## config.mk

```make
export PLATFORM = sky130hd
export DESIGN_NAME = tmr_top
export DESIGN_NICKNAME = d
export VERILOG_FILES = /design/src/include/tmr_pkg.sv /design/src/logic/tmr_clk_sel.sv /design/src/logic/tmr_top.sv
export VERILOG_INCLUDE_DIRS = /design/src /design/src/include
export SDC_FILE = /design/constraint.sdc
export NUM_CORES = 1
export LEC_CHECK = 0
export BUFFER_PORTS_ARGS = -buffer_cell sky130_fd_sc_hd__buf_2
export CAP_MARGIN = 20
export CORE_MARGIN = 2
export CORE_UTILIZATION = 50
export CTS_BUF_LIST = sky130_fd_sc_hd__clkbuf_2
export DETAILED_ROUTE_END_ITERATION = 16
export PLACE_DENSITY_LB_ADDON = 0.08
export SLEW_MARGIN = 40
export SYNTH_ARGS = -nofsm -noshare
export SYNTH_HDL_FRONTEND = slang
export SYNTH_SLANG_ARGS = --single-unit
```

## constraint.sdc

```tcl
create_clock -name mclk -period 2.56 [get_ports mclk]
set_input_delay 0 -clock mclk [delete_from_list [all_inputs] [get_ports mclk]]
set_output_delay 0 -clock mclk [all_outputs]
set_load 0.1 [all_outputs]
```

## src/include/tmr_defs.svh

```systemverilog
// Register offsets, field positions, reset values and divider taps of the 8-bit timer
`ifndef TMR_DEFS_SVH
`define TMR_DEFS_SVH

`define TMR_ADDR_W 8
`define TMR_OFS_CTRL 8'h00
`define TMR_OFS_CSR 8'h04
`define TMR_OFS_CONST_A 8'h08
`define TMR_OFS_CONST_B 8'h0C
`define TMR_OFS_CNT 8'h10
`define TMR_OFS_SHARED_SERIAL_TIMER_CTRL 8'h14

`define TMR_CTRL_RST 8'h00
`define TMR_CSR_RST 8'h10
`define TMR_CONST_RST 8'hFF
`define TMR_CNT_RST 8'h00
`define TMR_SHARED_SERIAL_TIMER_CTRL_RST 8'h00
`define TMR_CNT_MAX 8'hFF

`define TMR_CTRL_IE_HI 7
`define TMR_CTRL_IE_LO 5
`define TMR_CTRL_CCLR_HI 4
`define TMR_CTRL_CCLR_LO 3
`define TMR_CTRL_CKS_HI 2
`define TMR_CTRL_CKS_LO 0
`define TMR_CSR_FLAG_HI 7
`define TMR_CSR_FLAG_LO 5
`define TMR_CSR_FLAG_B 7
`define TMR_CSR_FLAG_A 6
`define TMR_CSR_FLAG_WRAP 5
`define TMR_CSR_FIXED 4
`define TMR_CSR_OS_B_HI 3
`define TMR_CSR_OS_B_LO 2
`define TMR_CSR_OS_A_HI 1
`define TMR_CSR_OS_A_LO 0
`define TMR_SHARED_SERIAL_TIMER_CTRL_RANGE_HI 1
`define TMR_SHARED_SERIAL_TIMER_CTRL_RANGE_LO 0

`define TMR_CCLR_NONE 2'h0
`define TMR_CCLR_MATCH_A 2'h1
`define TMR_CCLR_MATCH_B 2'h2
`define TMR_CCLR_EXT 2'h3

`define TMR_ACT_KEEP 2'h0
`define TMR_ACT_LOW 2'h1
`define TMR_ACT_HIGH 2'h2
`define TMR_ACT_TOGGLE 2'h3

`define TMR_PS_W 11
`define TMR_TAP_DIV2 0
`define TMR_TAP_DIV8 2
`define TMR_TAP_DIV32 4
`define TMR_TAP_DIV64 5
`define TMR_TAP_DIV128 6
`define TMR_TAP_DIV256 7
`define TMR_TAP_DIV1024 9
`define TMR_TAP_DIV2048 10

`endif

```

## src/include/tmr_pkg.sv

```systemverilog
// Types shared by the 8-bit timer modules
package tmr_pkg;

  typedef enum logic [2:0] {
    SRC_STOP,
    SRC_INT,
    SRC_EXT_RISE,
    SRC_EXT_FALL,
    SRC_EXT_BOTH
  } tmr_src_t;

  typedef struct packed {
    logic match_b;
    logic match_a;
    logic wrap;
  } tmr_irq_t;

endpackage

```

## src/logic/tmr_clk_sel.sv

```systemverilog
// Count clock selection and count pulse generation for one timer channel
`timescale 1ns/1ns
`include "tmr_defs.svh"

module tmr_clk_sel #(
  parameter bit CHANNEL = 1'b0
) (
  input wire logic mclk,
  input wire logic rst_n,
  input wire logic [2:0] clk_sel,
  input wire logic [1:0] int_range_sel,
  input wire logic [`TMR_PS_W-1:0] prescale,
  input wire logic ext_level,
  output logic count_pulse
);
  import tmr_pkg::*;

  function automatic tmr_src_t src_of(input logic [2:0] code);
    case (code)
      3'h1, 3'h2, 3'h3: src_of = SRC_INT;
      3'h5: src_of = SRC_EXT_RISE;
      3'h6: src_of = SRC_EXT_FALL;
      3'h7: src_of = SRC_EXT_BOTH;
      default: src_of = SRC_STOP;
    endcase
  endfunction

  logic int_prev_reg;
  logic ext_prev_reg;
  tmr_src_t src;
  logic range_bit;
  logic tap_1;
  logic tap_2;
  logic tap_3;
  logic int_level;
  logic ext_rise;
  logic ext_fall;

  assign src = src_of(clk_sel);
  // Channel 1 takes the high range bit, channel 0 the low one
  assign range_bit = CHANNEL ? int_range_sel[1] : int_range_sel[0];
  assign tap_1 = range_bit ? prescale[`TMR_TAP_DIV2] : prescale[`TMR_TAP_DIV8];
  assign tap_2 = CHANNEL ? (range_bit ? prescale[`TMR_TAP_DIV128] : prescale[`TMR_TAP_DIV64])
                         : (range_bit ? prescale[`TMR_TAP_DIV32] : prescale[`TMR_TAP_DIV64]);
  assign tap_3 = CHANNEL ? (range_bit ? prescale[`TMR_TAP_DIV2048] : prescale[`TMR_TAP_DIV1024])
                         : (range_bit ? prescale[`TMR_TAP_DIV256] : prescale[`TMR_TAP_DIV1024]);
  // Stopped or external counts as a low internal level, so switching can give one pulse
  assign int_level = (src != SRC_INT) ? 1'b0 :
                     (clk_sel[1:0] == 2'h1) ? tap_1 :
                     (clk_sel[1:0] == 2'h2) ? tap_2 : tap_3;
  assign ext_rise = ext_level & ~ext_prev_reg;
  assign ext_fall = ~ext_level & ext_prev_reg;
  assign count_pulse = (int_prev_reg & ~int_level) |
                       ((src == SRC_EXT_RISE) & ext_rise) |
                       ((src == SRC_EXT_FALL) & ext_fall) |
                       ((src == SRC_EXT_BOTH) & (ext_rise | ext_fall));

  always_ff @(posedge mclk or negedge rst_n) begin
    if (!rst_n) begin
      int_prev_reg <= 1'b0;
      ext_prev_reg <= 1'b0;
    end else begin
      int_prev_reg <= int_level;
      ext_prev_reg <= ext_level;
    end
  end
endmodule

```

## src/logic/tmr_top.sv

```systemverilog
// 8-bit timer channel: APB registers, counter, compare flags and timer output
`timescale 1ns/1ns
`include "tmr_defs.svh"

module tmr_top #(
  parameter bit CHANNEL = 1'b0
) (
  input wire logic mclk,
  input wire logic rst_n,
  input wire logic psel,
  input wire logic penable,
  input wire logic pwrite,
  input wire logic [`TMR_ADDR_W-1:0] paddr,
  input wire logic [31:0] pwdata,
  output logic [31:0] prdata,
  output logic pready,
  output logic pslverr,
  input wire logic standby_req,
  input wire logic ext_count_clock_pin,
  input wire logic counter_clear_pin,
  output logic timer_out_pin,
  output logic timer_out_en,
  output tmr_pkg::tmr_irq_t timer_irq
);
  import tmr_pkg::*;

  function automatic logic drive_out(input logic cur, input logic [1:0] act_a, input logic [1:0] act_b,
                                     input logic hit_a, input logic hit_b);
    logic tog;
    logic high;
    logic low;
    tog = (hit_a && act_a == `TMR_ACT_TOGGLE) || (hit_b && act_b == `TMR_ACT_TOGGLE);
    high = (hit_a && act_a == `TMR_ACT_HIGH) || (hit_b && act_b == `TMR_ACT_HIGH);
    low = (hit_a && act_a == `TMR_ACT_LOW) || (hit_b && act_b == `TMR_ACT_LOW);
    if (tog) begin
      drive_out = ~cur;
    end else if (high) begin
      drive_out = 1'b1;
    end else if (low) begin
      drive_out = 1'b0;
    end else begin
      drive_out = cur;
    end
  endfunction

  logic [7:0] ctrl_reg;
  logic [2:0] flags_reg;
  logic [2:0] flags_next;
  logic [2:0] armed_reg;
  logic [3:0] os_reg;
  logic [7:0] const_a_reg;
  logic [7:0] const_b_reg;
  logic [7:0] cnt_reg;
  logic [7:0] cnt_next;
  logic [7:0] shared_serial_timer_ctrl_reg;
  logic [`TMR_PS_W-1:0] prescale_reg;
  logic [1:0] ext_sync_reg;
  logic [2:0] clr_sync_reg;
  logic out_reg;
  logic out_en_reg;
  tmr_irq_t irq_reg;
  logic [31:0] prdata_reg;
  logic pready_reg;
  logic pslverr_reg;

  // Bus decode
  wire setup_ph = psel & ~penable;
  wire access_ph = psel & penable & pready_reg;
  wire hit_ctrl = (paddr == `TMR_OFS_CTRL);
  wire hit_csr = (paddr == `TMR_OFS_CSR);
  wire hit_const_a = (paddr == `TMR_OFS_CONST_A);
  wire hit_const_b = (paddr == `TMR_OFS_CONST_B);
  wire hit_cnt = (paddr == `TMR_OFS_CNT);
  wire hit_shared_serial_timer_ctrl = (paddr == `TMR_OFS_SHARED_SERIAL_TIMER_CTRL);
  wire mapped = hit_ctrl | hit_csr | hit_const_a | hit_const_b | hit_cnt | hit_shared_serial_timer_ctrl;
  wire wr = access_ph & pwrite;
  wire wr_ctrl = wr & hit_ctrl;
  wire wr_csr = wr & hit_csr;
  wire wr_const_a = wr & hit_const_a;
  wire wr_const_b = wr & hit_const_b;
  wire wr_cnt = wr & hit_cnt;
  wire wr_shared_serial_timer_ctrl = wr & hit_shared_serial_timer_ctrl;
  wire rd_csr = setup_ph & ~pwrite & hit_csr;

  wire [7:0] csr_value = {flags_reg, 1'b1, os_reg};
  wire [7:0] rd_byte = hit_ctrl ? ctrl_reg :
                       hit_csr ? csr_value :
                       hit_const_a ? const_a_reg :
                       hit_const_b ? const_b_reg :
                       hit_cnt ? cnt_reg :
                       hit_shared_serial_timer_ctrl ? shared_serial_timer_ctrl_reg : 8'h00;

  // Count clock, compare and clear
  wire count_pulse;
  wire [1:0] cclr = ctrl_reg[`TMR_CTRL_CCLR_HI:`TMR_CTRL_CCLR_LO];
  wire [1:0] act_b = os_reg[`TMR_CSR_OS_B_HI:`TMR_CSR_OS_B_LO];
  wire [1:0] act_a = os_reg[`TMR_CSR_OS_A_HI:`TMR_CSR_OS_A_LO];
  wire match_a = count_pulse & (cnt_reg == const_a_reg) & ~wr_const_a;
  wire match_b = count_pulse & (cnt_reg == const_b_reg) & ~wr_const_b;
  wire clr_edge = clr_sync_reg[1] & ~clr_sync_reg[2];
  wire cnt_clear = ((cclr == `TMR_CCLR_MATCH_A) & match_a) | ((cclr == `TMR_CCLR_MATCH_B) & match_b) |
                   ((cclr == `TMR_CCLR_EXT) & clr_edge);
  wire wrap = count_pulse & (cnt_reg == `TMR_CNT_MAX) & ~cnt_clear & ~wr_cnt;
  wire [2:0] flag_set = {match_b, match_a, wrap};
  // A zero write clears only flags already seen as one by a read
  wire [2:0] flag_clr = {3{wr_csr}} & ~pwdata[`TMR_CSR_FLAG_HI:`TMR_CSR_FLAG_LO] & armed_reg;

  assign flags_next = (flags_reg & ~flag_clr) | flag_set;
  // Standby drops requests together with the flags they follow
  wire [2:0] irq_next = standby_req ? 3'h0 : (flags_next & ctrl_reg[`TMR_CTRL_IE_HI:`TMR_CTRL_IE_LO]);

  always_comb begin
    if (cnt_clear) begin
      cnt_next = `TMR_CNT_RST;
    end else if (wr_cnt) begin
      cnt_next = pwdata[7:0];
    end else if (count_pulse) begin
      cnt_next = cnt_reg + 8'h01;
    end else begin
      cnt_next = cnt_reg;
    end
  end

  tmr_clk_sel #(
    .CHANNEL(CHANNEL)
  ) u_clk_sel (
    .mclk(mclk),
    .rst_n(rst_n),
    .clk_sel(ctrl_reg[`TMR_CTRL_CKS_HI:`TMR_CTRL_CKS_LO]),
    .int_range_sel(shared_serial_timer_ctrl_reg[`TMR_SHARED_SERIAL_TIMER_CTRL_RANGE_HI:`TMR_SHARED_SERIAL_TIMER_CTRL_RANGE_LO]),
    .prescale(prescale_reg),
    .ext_level(ext_sync_reg[1]),
    .count_pulse(count_pulse)
  );

  // Pin synchronisers and prescaler
  always_ff @(posedge mclk or negedge rst_n) begin
    if (!rst_n) begin
      ext_sync_reg <= 2'h0;
      clr_sync_reg <= 3'h0;
      prescale_reg <= '0;
    end else begin
      ext_sync_reg <= {ext_sync_reg[0], ext_count_clock_pin};
      clr_sync_reg <= {clr_sync_reg[1:0], counter_clear_pin};
      prescale_reg <= prescale_reg + 11'h001;
    end
  end

  // Bus answer: one wait-free access phase after every setup
  always_ff @(posedge mclk or negedge rst_n) begin
    if (!rst_n) begin
      pready_reg <= 1'b0;
      pslverr_reg <= 1'b0;
      prdata_reg <= 32'h0000_0000;
    end else begin
      pready_reg <= setup_ph;
      pslverr_reg <= setup_ph & ~mapped;
      if (setup_ph) begin
        prdata_reg <= {24'h00_0000, rd_byte};
      end
    end
  end

  // Timer registers; standby reinitialises all but the shared register
  always_ff @(posedge mclk or negedge rst_n) begin
    if (!rst_n) begin
      ctrl_reg <= `TMR_CTRL_RST;
      flags_reg <= 3'(`TMR_CSR_RST >> `TMR_CSR_FLAG_LO);
      os_reg <= 4'h0;
      armed_reg <= 3'h0;
      const_a_reg <= `TMR_CONST_RST;
      const_b_reg <= `TMR_CONST_RST;
      cnt_reg <= `TMR_CNT_RST;
    end else if (standby_req) begin
      ctrl_reg <= `TMR_CTRL_RST;
      flags_reg <= 3'h0;
      os_reg <= 4'h0;
      armed_reg <= 3'h0;
      const_a_reg <= `TMR_CONST_RST;
      const_b_reg <= `TMR_CONST_RST;
      cnt_reg <= `TMR_CNT_RST;
    end else begin
      if (wr_ctrl) begin
        ctrl_reg <= pwdata[7:0];
      end
      if (wr_csr) begin
        os_reg <= pwdata[`TMR_CSR_OS_B_HI:`TMR_CSR_OS_A_LO];
      end
      if (wr_const_a) begin
        const_a_reg <= pwdata[7:0];
      end
      if (wr_const_b) begin
        const_b_reg <= pwdata[7:0];
      end
      flags_reg <= flags_next;
      armed_reg <= rd_csr ? flags_reg : (armed_reg & flags_next);
      cnt_reg <= cnt_next;
    end
  end

  always_ff @(posedge mclk or negedge rst_n) begin
    if (!rst_n) begin
      shared_serial_timer_ctrl_reg <= `TMR_SHARED_SERIAL_TIMER_CTRL_RST;
    end else if (wr_shared_serial_timer_ctrl) begin
      shared_serial_timer_ctrl_reg <= pwdata[7:0];
    end
  end

  // Timer output and interrupt requests
  always_ff @(posedge mclk or negedge rst_n) begin
    if (!rst_n) begin
      out_reg <= 1'b0;
      out_en_reg <= 1'b0;
      irq_reg <= '0;
    end else begin
      out_reg <= drive_out(out_reg, act_a, act_b, match_a, match_b);
      out_en_reg <= |os_reg;
      irq_reg <= irq_next;
    end
  end

  assign prdata = prdata_reg;
  assign pready = pready_reg;
  assign pslverr = pslverr_reg;
  assign timer_out_pin = out_reg;
  assign timer_out_en = out_en_reg;
  assign timer_irq = irq_reg;

  logic seen_match_reg;
  always_ff @(posedge mclk or negedge rst_n) begin
    if (!rst_n) begin
      seen_match_reg <= 1'b0;
    end else if (match_a | match_b) begin
      seen_match_reg <= 1'b1;
    end
  end
endmodule

```

==> impl_metrics.py, run 1 <==
metrics = {
    "floorplanning": {
        "die_area_mm2": 0.00982,
        "row_count": 34,
        "die-height_um": 99.1,
        "starting_density_of_the_core": 0.516,
        "number_of_top_level_pins": 87,
        "die-width_um": 99.1,
        "core_region_area_mm2": 0.00876,
    },
    "layout": {
        "nNetsFinal": 583,
        "final_cell_area_mm2": 0.00526,
        "largest_register_ffs": 10,
        "num_antenna_cells": 0,
        "area_growth_pct": 16.4,
        "final_layout_size_suffix_gt1_frac": 0.221,
        "nFillCells": 797,
    },
    "global_routing": {
        "grt_util_all_layers": 0.254,
        "grt_pass1_vias": 3606,
        "grt_overflow": 0,
        "global_route_wire_length_before_repair_mm": 19.1,
        "antenna_found_initial": 0,
        "grt_start_max_net_pins": 83,
    },
    "worst_setup_path": {
        "crit_path_end_kind": "flip-flop",
        "cp.depth": 9,
        "critPathMaxStageDelay_ps": 570,
        "start_kind": "input port",
        "crit_path_top_delay_cell": "sky130_fd_sc_hd__dlygate4sd3_1",
        "critical-path-top-delay-family": "buffers and inverters",
        "critical_path.n_buffers_inverters": 5,
        "cp_data_required_time_ps": 3070,
        "critPathMaxFanout": 18,
        "timing.critical_path.arrival_ps": 3000,
        "worstPathCellList": "dlygate4sd3_1 > buf_2 > or3_4 > nor4b_4 > buf_6 > nand3_1 > dlygate4sd3_1 > a21oi_1 > dlygate4sd3_1",
        "worst-r2r-cell-count": 7,
        "cp_common_cell": "sky130_fd_sc_hd__dlygate4sd3_1",
        "timing_worst_setup_path_type": "input port to flip-flop",
    },
    "sta": {
        "timing_hold_violations_final": 2,
        "period_share": 0.975,
        "postLayoutSetupSlackWorst_ps": 64.2,
        "post-route-min-period_ps": 2500,
        "timing.slew.headroom": 0.563,
        "tightestPinTransition_ps": 655,
        "rsz_0062_raised_after_global_routing": "no",
        "fin_skew_ps": 35.8,
        "final.setup.tns_ps": 0,
        "setup_violations_final": 0,
        "slew_violations": 0,
        "worst_hold_slack_ps": -7.94,
        "clock.fmax_mhz": 401,
    },
    "cts": {
        "clock-root-buffer": "sky130_fd_sc_hd__clkbuf_2",
        "cts_tree": "done",
        "clock_sinks": 82,
        "cts-buffers-inserted": 9,
        "cts_max_level": 3,
        "cts_max_path_buffers": 2,
        "clock_latency_ps": 560,
        "clk_transition_reported_paths_ps": 250,
    },
    "routing": {
        "first_pass_iters": 5,
        "detail-route-antenna-nets": 0,
        "drt-vias-per-instance": 5.74,
        "vias": 3689,
        "finalWirelength_mm": 11.9,
        "remaining_drc_errors": 0,
        "routed_wire_length_per_instance_um": 18.5,
        "detailedRoute.firstIterationViolations": 318,
    },
    "synthesis": {
        "synth_cells": 462,
        "synth_enable_flop_cells": 0,
        "ys_dominant_reg_cell": "sky130_fd_sc_hd__dfrtp_1",
        "synth.yosys.seq_area_share": 0.458,
        "synthDistinctLibCells": 63,
        "synth-seq-cells": 82,
        "synthesis.area_per_instance_um2": 9.79,
        "synth.yosys.warnings": 0,
        "synthArstFlopShare": 1.00,
        "syn_area_mm2": 0.00452,
    },
    "place": {
        "port-buffer-count": 38,
        "post-dp-hpwl_mm": 8.25,
        "post-place-ws_ps": 335,
        "finalWeightedCongestion": 0.885,
        "place_area_mm2": 0.00480,
    },
    "job": {
        "max_cap_violations": 0,
    },
    "pwr": {
        "report.power.total_mw": 2.54,
        "internal_power_mw": 1.78,
        "power_per_cell_area_mw_per_mm2": 483,
        "power.share.clock": 0.353,
        "seqPwrFrac": 0.516,
        "power.ir.vdd_worst_v": 0.000248,
        "netSwitchingPower_mw": 0.762,
        "swShare": 0.300,
        "power_leakage_nw": 2.37,
        "combinationalPowerShare": 0.132,
    },
    "run_status": {
        "run_status": "finished, violations left",
        "violations": "hold timing",
    },
    "hold_path": {
        "class_of_the_most_critical_hold_timing_path": "input port to asynchronous set/reset pin",
    },
}
-- final timing paths --
| path | startpoint | endpoint | slack [ps] |
|---|---|---|---|
| min in group mclk | psel | prdata[6] | 30 |
| min reg2reg | clr_sync_reg[0] | clr_sync_reg[1] | 380 |
| max in group asynchronous | rst_n | ext_sync_reg[0] | 2100 |
| max | paddr[5] | ctrl_reg[5] | 60 |
| max reg2reg | pready | ctrl_reg[5] | 120 |
| min | rst_n | prdata[7] | -8 |
-- synthesized netlist by cell type (6+ instances only) --
library cell | instances | area, um^2
sky130_fd_sc_hd__buf_4 | 24 | 180
sky130_fd_sc_hd__xnor2_1 | 18 | 158
sky130_fd_sc_hd__xor2_1 | 12 | 105
sky130_fd_sc_hd__o21ai_0 | 16 | 80.1
sky130_fd_sc_hd__a21oi_1 | 18 | 90.1
sky130_fd_sc_hd__o211ai_1 | 9 | 67.6
sky130_fd_sc_hd__a211oi_1 | 8 | 60.1
sky130_fd_sc_hd__mux2i_1 | 16 | 160
sky130_fd_sc_hd__nand3_1 | 30 | 150
sky130_fd_sc_hd__dfstp_2 | 16 | 420
sky130_fd_sc_hd__clkbuf_1 | 19 | 71.3
sky130_fd_sc_hd__mux2_2 | 16 | 180
sky130_fd_sc_hd__buf_2 | 6 | 30.0
sky130_fd_sc_hd__dfrtp_1 | 66 | 1650
sky130_fd_sc_hd__nor2_1 | 22 | 82.6
sky130_fd_sc_hd__nand2_1 | 52 | 195
sky130_fd_sc_hd__nand4_1 | 9 | 56.3
sky130_fd_sc_hd__inv_1 | 20 | 75.1
sky130_fd_sc_hd__and3_1 | 7 | 43.8
-- cell type report --
type / instances / area (um^2) / area share
Timing Repair Buffer: 86 / 633 / 0.120
Clock buffer: 9 / 45.0 / 0.00856
Sequential cell: 82 / 2070 / 0.394
Multi-Input combinational cell: 331 / 2190 / 0.415
Clock inverter: 6 / 114 / 0.0216
Inverter: 21 / 78.8 / 0.0150
Tap cell: 108 / 135 / 0.0257
-- routing by layer --
layer | track usage | up-vias | share of wire
met2 | 0.406 | 152 | 0.48
met1 | 0.363 | 1783 | 0.44
li1 | - | 1743 | -
met5 | 0 | - | 0
met3 | 0.0401 | 11 | 0.063
met4 | 0.0717 | 0 | 0.013
-- cells in the final DEF (no fill, tap or decap), drive strengths merged, types with 4 or more instances in the layout --
master	n
nand4	9
a211oi	8
dfrtp	66
buf	57
inv	21
nand2	52
dfstp	16
ha	4
dlygate4sd3	28
clkbuf	10
o22ai	4
conb	24
nor4	6
nor2	22
nand3	30
and3	8
nor3	4
a21oi	18
a22o	4
mux2	16
o21ai	19
xor2	12
xnor2	18
a222oi	4
o211ai	10
mux2i	16
-- power by group through the flow --
stage / logic (mW) / clock network [mW] / registers, mW
6_report: 0.335 / 0.897 / 1.31
5_1_grt: 0.352 / 0.986 / 1.31
4_1_cts: 0.333 / 0.920 / 1.31
3_5_place_dp: 0.309 / 0 / 1.33
3_3_place_gp: 0.306 / 0 / 1.33
2_1_floorplan: 0.229 / 0 / 1.36
-- timing repair --
| action | 4_1_cts | 5_1_grt |
|---|---|---|
| buffers inserted | 0 | 1 |
| hold endpoints to repair | 137 | 0 |
| hold buffers | 28 | 0 |
| setup endpoints to repair | 0 | 1 |
| resized for setup | 0 | 3 |
-- through the flow --
stage,util,hold WS (ps),instances
floorplan,-,-296,485
global placement,0.547,110,599
detailed placement,0.548,102,599
CTS,0.598,2.95,642
global route,0.601,5.51,643
finish,0.601,-7.94,643
-- kinds of logic after synthesis --
family                     share of synthesized area
and+or+nand+nor                                0.174
AOI/OAI and AO/OA                              0.141
DFF                                            0.458
buffers and inverters                         0.0813
muxes                                         0.0753
xor gates and xnor gates                      0.0581
adders and majority gates                     0.0111
other                                       0.000829
(Power assumes the default switching activity.)
==> inputs of run 2 (changes only) <==
- ABC_AREA: not set -> 1
==> run 2 against run 1 <==
Compared with the run above:
- the run still ends with hold timing left
- clock skew decreased by 11 ps
- combinational power increased by 90%
- worst setup slack improved by 52 ps
==> impl_metrics.py, run 2 <==
metrics = {
    "global_routing": {
        "grt_start_max_net_pins": 83,
        "grt_pass1_vias": 3620,
        "global_route_wire_length_before_repair_mm": 18.3,
        "antenna_found_initial": 0,
        "grt_util_all_layers": 0.243,
        "grt_overflow": 0,
    },
    "synthesis": {
        "synth-seq-cells": 82,
        "synth.yosys.seq_area_share": 0.455,
        "synth_enable_flop_cells": 0,
        "yosys.area.top_type_share": 0.362,
        "synth.yosys.warnings": 0,
        "syn_area_mm2": 0.00456,
        "ys_dominant_reg_cell": "sky130_fd_sc_hd__dfrtp_1",
        "synth_cells": 549,
        "synth_top_cell_by_area": "sky130_fd_sc_hd__dfrtp_1",
        "synth_most_common_cell": "sky130_fd_sc_hd__nand2_1",
        "synthesis.area_per_instance_um2": 8.30,
        "synthArstFlopShare": 1.00,
        "synthDistinctLibCells": 54,
        "ys_top_cells_by_count": "sky130_fd_sc_hd__nand2_1 (109), sky130_fd_sc_hd__inv_1 (67), sky130_fd_sc_hd__dfrtp_1 (66)",
        "synth.top_cells.by_area": "sky130_fd_sc_hd__dfrtp_1 (36%), sky130_fd_sc_hd__dfstp_2 (9.2%), sky130_fd_sc_hd__nand2_1 (9.0%)",
    },
    "sta": {
        "setup_violations_final": 0,
        "rsz_0062_raised_after_global_routing": "no",
        "post-route-min-period_ps": 2440,
        "clock.fmax_mhz": 409,
        "final.setup.tns_ps": 0,
        "timing.slew.headroom": 0.499,
        "fin_skew_ps": 25.0,
        "period_share": 0.955,
        "tightestPinTransition_ps": 751,
        "slew_violations": 0,
        "worst_hold_slack_ps": -19.7,
        "timing_hold_violations_final": 13,
    },
    "pwr": {
        "power.ir.vdd_worst_v": 0.000307,
        "power_per_cell_area_mw_per_mm2": 562,
        "power_leakage_nw": 2.55,
        "report.power.total_mw": 2.92,
    },
    "cts": {
        "cts_max_level": 3,
        "clock-root-buffer": "sky130_fd_sc_hd__clkbuf_2",
        "cts_tree": "done",
        "cts-buffers-inserted": 9,
        "clock_sinks": 82,
        "cts_max_path_buffers": 2,
        "clock_latency_ps": 580,
        "clk_transition_reported_paths_ps": 250,
    },
    "worst_setup_path": {
        "critical_path.n_buffers_inverters": 6,
        "cp.depth": 10,
        "timing_worst_setup_path_type": "input port to flip-flop",
        "critical-path-top-delay-family": "buffers and inverters",
        "cp_common_cell": "sky130_fd_sc_hd__dlygate4sd3_1",
        "crit_path_end_kind": "flip-flop",
        "start_kind": "input port",
        "worstPathCellList": "dlygate4sd3_1 > buf_2 > nor2_2 > buf_4 > clkinv_1 > nor3_4 > dlygate4sd3_1 > nand2_1 > a21oi_1 > dlygate4sd3_1",
        "critPathMaxStageDelay_ps": 640,
        "crit_path_top_delay_cell": "sky130_fd_sc_hd__dlygate4sd3_1",
        "timing.critical_path.arrival_ps": 2980,
        "cp_data_required_time_ps": 3100,
        "critPathMaxFanout": 10,
        "worst-r2r-cell-count": 14,
    },
    "floorplanning": {
        "die_area_mm2": 0.00990,
        "number_of_top_level_pins": 87,
        "die-height_um": 99.5,
        "core_region_area_mm2": 0.00876,
        "row_count": 34,
        "die-width_um": 99.5,
        "starting_density_of_the_core": 0.520,
    },
    "place": {
        "port-buffer-count": 38,
        "finalWeightedCongestion": 0.919,
        "dpl.cell_count": 688,
        "post-dp-hpwl_mm": 7.97,
    },
    "routing": {
        "detail-route-antenna-nets": 0,
        "drt-vias-per-instance": 5.12,
        "routed_wire_length_per_instance_um": 15.5,
        "remaining_drc_errors": 0,
        "vias": 3750,
        "finalWirelength_mm": 11.4,
        "detailedRoute.firstIterationViolations": 147,
        "first_pass_iters": 4,
    },
    "run_status": {
        "run_status": "finished, violations left",
        "violations": "hold timing",
    },
    "layout": {
        "final_layout_size_suffix_gt1_frac": 0.186,
        "stdcell_count": 733,
        "num_antenna_cells": 0,
        "nNetsFinal": 672,
        "largest_register_ffs": 10,
        "commonest_cells_after_routing_fill_and_taps_aside": "sky130_fd_sc_hd__nand2_1 (109), sky130_fd_sc_hd__inv_1 (67), sky130_fd_sc_hd__dfrtp_1 (66), sky130_fd_sc_hd__nor2_1 (61), sky130_fd_sc_hd__buf_2 (37)",
        "area_growth_pct": 13.8,
        "final_common_cell": "sky130_fd_sc_hd__nand2_1",
    },
    "job": {
        "max_cap_violations": 0,
    },
    "hold_path": {
        "class_of_the_most_critical_hold_timing_path": "input port to asynchronous set/reset pin",
    },
}
[run 2: changes by cell type after synthesis, moves of 8 or more]
cell / before / now
sky130_fd_sc_hd__a21oi_1: 18 / 36
sky130_fd_sc_hd__clkbuf_1: 19 / 1
sky130_fd_sc_hd__inv_1: 20 / 67
sky130_fd_sc_hd__inv_2: 0 / 8
sky130_fd_sc_hd__mux2_2: 16 / 1
sky130_fd_sc_hd__mux2i_1: 16 / 0
sky130_fd_sc_hd__nand2_1: 52 / 109
sky130_fd_sc_hd__nand3_1: 30 / 21
sky130_fd_sc_hd__nor2_1: 22 / 61
sky130_fd_sc_hd__o21ai_0: 16 / 29
[run 2: power by group]
| part | internal, mW | switching [mW] |
|---|---|---|
| clock network | 0.332 | 0.484 |
| logic | 0.164 | 0.471 |
| registers | 1.38 | 0.0824 |
[run 2: through the flow]
stage	hold slack (ps)	setup WS, ps	utilization	area, um^2
after floorplan	-296	447	-	4640
after global placement	108	668	0.542	4750
after detailed placement	105	647	0.543	4760
after CTS	14.0	75.7	0.591	5180
after global routing	15.2	11.5	0.592	5190
final	-19.7	116	0.592	5190
[run 2: path summary, 6_finish.rpt]
| kind | startpoint | slack, ps | endpoint |
|---|---|---|---|
| hold reg to reg | clr_sync_reg[0] | 390 | clr_sync_reg[1] |
| setup / recovery | penable | 120 | armed_reg[1] |
| max in group asynchronous | rst_n | 2030 | cnt_reg[1] |
| setup reg to reg | u_clk_sel.ext_prev_reg | 370 | armed_reg[1] |
| min in group mclk | ext_count_clock_pin | 40 | ext_sync_reg[0] |
| hold / removal | rst_n | -20 | prescale_reg[8] |
[run 2: cell type report]
cell class | count | area (um^2)
timing repair buffer | 71 | 517
sequential | 82 | 2070
fill | 800 | 3580
inverter | 78 | 298
clock buffer | 10 | 50.0
clock inverter | 6 | 90.1
multi-input combinational | 378 | 2030
tap | 108 | 135
[run 2: worst register-to-register path, stage by stage, from the launching register on]
cell                            delay, ps
sky130_fd_sc_hd__dfrtp_1              410
sky130_fd_sc_hd__inv_1                 50
sky130_fd_sc_hd__ha_1                 270
sky130_fd_sc_hd__inv_1                 50
sky130_fd_sc_hd__nand3_1               50
sky130_fd_sc_hd__nand3_1               90
sky130_fd_sc_hd__nand2_1               50
sky130_fd_sc_hd__nand2_1              110
sky130_fd_sc_hd__nand2_4              130
sky130_fd_sc_hd__inv_2                 90
sky130_fd_sc_hd__nand2_2               80
sky130_fd_sc_hd__nand2_2               90
sky130_fd_sc_hd__nand2_1               50
sky130_fd_sc_hd__a21oi_1              100
sky130_fd_sc_hd__dlygate4sd3_1        550
[run 2: repair_timing]
item	CTS	global route
hold endpoints to repair	144	0
setup endpoints to repair	0	1
resized for setup	0	1
setup buffers	0	1
hold buffers	28	0
[run 2: logic make-up (layout without fill, tap and decap cells)]
family | after synthesis | count (layout) | share of synthesized area
compound gates | 101 | 101 | 0.137
xor+xnor | 20 | 20 | 0.0384
fa+ha+maj | 4 | 4 | 0.0110
buf+inv | 112 | 165 | 0.120
flops | 82 | 82 | 0.455
mux | 1 | 1 | 0.00247
other cells | 1 | 24 | 0.000823
simple gates | 228 | 228 | 0.236
[run 2: layer usage]
metal | global-route usage | share of wire
met1 | 0.325 | 0.46
met3 | 0.0415 | 0.044
met2 | 0.387 | 0.46
met5 | 0 | 0
met4 | 0.112 | 0.029
==> inputs of run 3 (changes only) <==
- CORE_MARGIN: 2 -> not set
==> run 3 against run 2 <==
Compared with the run above:
- the run still ends with hold timing left
- global-route usage rose by 0.76 points
- combinational power barely moved
- sequential cell count did not move
- worst setup slack improved by 270 ps
- cell count fell by 0.14%
- clock-buffer cell count fell by 1
- first-iteration DRC count rose by 10%
- clock skew barely moved
- core utilization fell by 0.47 points
- clock power fell by 13%
- critical endpoint unchanged
==> impl_metrics.py, run 3 (synthesis results as in run 2) <==
metrics = {
    "pwr": {
        "power.ir.vdd_worst_v": 0.000266,
        "power_per_cell_area_mw_per_mm2": 546,
        "report.power.total_mw": 2.81,
        "power_leakage_nw": 2.52,
    },
    "run_status": {
        "violations": "hold timing",
        "run_status": "finished, violations left",
    },
    "worst_setup_path": {
        "cp_common_cell": "sky130_fd_sc_hd__nand2_1",
        "critical_path.startpoint": "ext_sync_reg[1]",
        "critPathMaxStageDelay_ps": 550,
        "cp.depth": 13,
        "start_kind": "flip-flop",
        "worstPathCellList": "ha_1 > inv_1 > nand3_1 > nand3_1 > nand2_1 > nand2_1 > nand2_4 > inv_2 > nand2_2 > nand2_2 > nand2_1 > a21oi_1 > dlygate4sd3_1",
        "critPathMaxFanout": 6,
        "cp_data_required_time_ps": 3070,
        "critical_path.n_buffers_inverters": 3,
        "critical-path-top-delay-family": "buffers and inverters",
        "crit_path_end_kind": "flip-flop",
        "worstReg2RegStart": "ext_sync_reg[1]",
        "worst-r2r-cell-count": 13,
        "crit_path_top_delay_cell": "sky130_fd_sc_hd__dlygate4sd3_1",
        "timing.critical_path.arrival_ps": 2680,
        "timing_worst_setup_path_type": "flip-flop to flip-flop",
    },
    "global_routing": {
        "grt_pass1_vias": 3615,
        "grt_overflow": 0,
        "grtUsageMet3": 0.0367,
        "grt.busiest_layer": "met2",
        "antenna_found_initial": 0,
        "use_met1": 0.351,
        "global_route_wire_length_before_repair_mm": 18.6,
        "grt_start_max_net_pins": 83,
        "grt_util_met2": 0.397,
        "grt_util_all_layers": 0.250,
    },
    "floorplanning": {
        "number_of_top_level_pins": 87,
        "starting_density_of_the_core": 0.520,
        "die-height_um": 97.5,
        "core_region_area_mm2": 0.00876,
        "die-width_um": 97.5,
        "die_area_mm2": 0.00950,
        "row_count": 34,
    },
    "hold_path": {
        "class_of_the_most_critical_hold_timing_path": "input port to asynchronous set/reset pin",
    },
    "sta": {
        "tightestPinTransition_ps": 679,
        "clock.fmax_mhz": 460,
        "setup_violations_final": 0,
        "rsz_0062_raised_after_global_routing": "no",
        "final.setup.tns_ps": 0,
        "worst_hold_slack_ps": -11.3,
        "period_share": 0.849,
        "timing.slew.headroom": 0.547,
        "timing_hold_violations_final": 8,
        "fin_skew_ps": 25.1,
        "post-route-min-period_ps": 2170,
        "slew_violations": 0,
    },
    "layout": {
        "commonest_cells_after_routing_fill_and_taps_aside": "sky130_fd_sc_hd__nand2_1 (109), sky130_fd_sc_hd__inv_1 (67), sky130_fd_sc_hd__dfrtp_1 (66), sky130_fd_sc_hd__nor2_1 (61), sky130_fd_sc_hd__buf_2 (37)",
        "num_antenna_cells": 0,
        "nNetsFinal": 671,
        "nFillCells": 803,
        "utilization": 0.587,
        "final_common_cell": "sky130_fd_sc_hd__nand2_1",
        "final_layout_size_suffix_gt1_frac": 0.188,
        "final_cell_area_mm2": 0.00515,
        "area_growth_pct": 12.9,
        "largest_register_ffs": 10,
    },
    "cts": {
        "clock_sinks": 82,
        "cts_max_level": 3,
        "clock-root-buffer": "sky130_fd_sc_hd__clkbuf_2",
        "cts-buffers-inserted": 9,
        "cts_tree": "done",
        "clock_latency_ps": 550,
        "clk_transition_reported_paths_ps": 260,
        "cts_max_path_buffers": 2,
    },
    "routing": {
        "drt-vias-per-instance": 5.14,
        "detail-route-antenna-nets": 0,
        "routed_wire_length_per_instance_um": 15.3,
        "remaining_drc_errors": 0,
        "vias": 3764,
        "first_pass_iters": 4,
        "detailedRoute.firstIterationViolations": 162,
        "finalWirelength_mm": 11.2,
    },
    "job": {
        "max_cap_violations": 0,
    },
    "place": {
        "port-buffer-count": 38,
        "place_area_mm2": 0.00476,
        "post-dp-hpwl_mm": 7.95,
        "finalWeightedCongestion": 0.902,
    },
}
-- run 3: path summary, 6_finish.rpt --
path / end / slack, ps
max: armed_reg[1] / 390
min: prescale_reg[9] / -10
max reg2reg: armed_reg[1] / 390
min reg2reg: clr_sync_reg[1] / 390
max in group asynchronous: flags_reg[1] / 2080
min in group mclk: pslverr / -10
-- run 3: what timing repair did --
action                     CTS  global route
hold buffers                25             1
hold endpoints to repair   144             2
resized for setup            0             0
setup endpoints to repair    0             1
buffers inserted             0             3
-- run 3: layout make-up --
type / count / area (um^2) / share of cell area
flip-flops and latches: 82 / 2070 / 0.403
multi-input cells: 378 / 2030 / 0.394
repair buffers: 70 / 502 / 0.0975
inverters: 78 / 298 / 0.0579
well taps: 108 / 135 / 0.0263
clock inverters: 7 / 68.8 / 0.0134
clock buffers: 9 / 45.0 / 0.00875
-- run 3: worst reg2reg max path, cell delays in order, from the launching register on --
cell and delay (ps):
sky130_fd_sc_hd__dfrtp_1 460, sky130_fd_sc_hd__ha_1 270, sky130_fd_sc_hd__inv_1 50, sky130_fd_sc_hd__nand3_1 50, sky130_fd_sc_hd__nand3_1 90, sky130_fd_sc_hd__nand2_1 50, sky130_fd_sc_hd__nand2_1 100, sky130_fd_sc_hd__nand2_4 120
sky130_fd_sc_hd__inv_2 70, sky130_fd_sc_hd__nand2_2 70, sky130_fd_sc_hd__nand2_2 80, sky130_fd_sc_hd__nand2_1 50, sky130_fd_sc_hd__a21oi_1 110, sky130_fd_sc_hd__dlygate4sd3_1 550
-- run 3: per-stage QoR --
step	std cells	hold WS (ps)	worst slack, ps
after floorplan	572	-296	447
final	732	-11.3	387
after global routing	732	15.6	252
after detailed placement	688	104	642
after global placement	688	108	683
after CTS	729	0.568	115
-- run 3: layer usage --
metal,vias to the layer above,wire length [um],share of wire
li1,1860,-,-
met1,1767,5170,0.46
met2,117,5150,0.46
met3,20,568,0.051
met4,0,299,0.027
met5,-,0,0
-- run 3: where the power goes --
group / internal [mW] / switching, mW
Combinational: 0.165 / 0.469
Sequential: 1.38 / 0.0841
Clock: 0.224 / 0.484
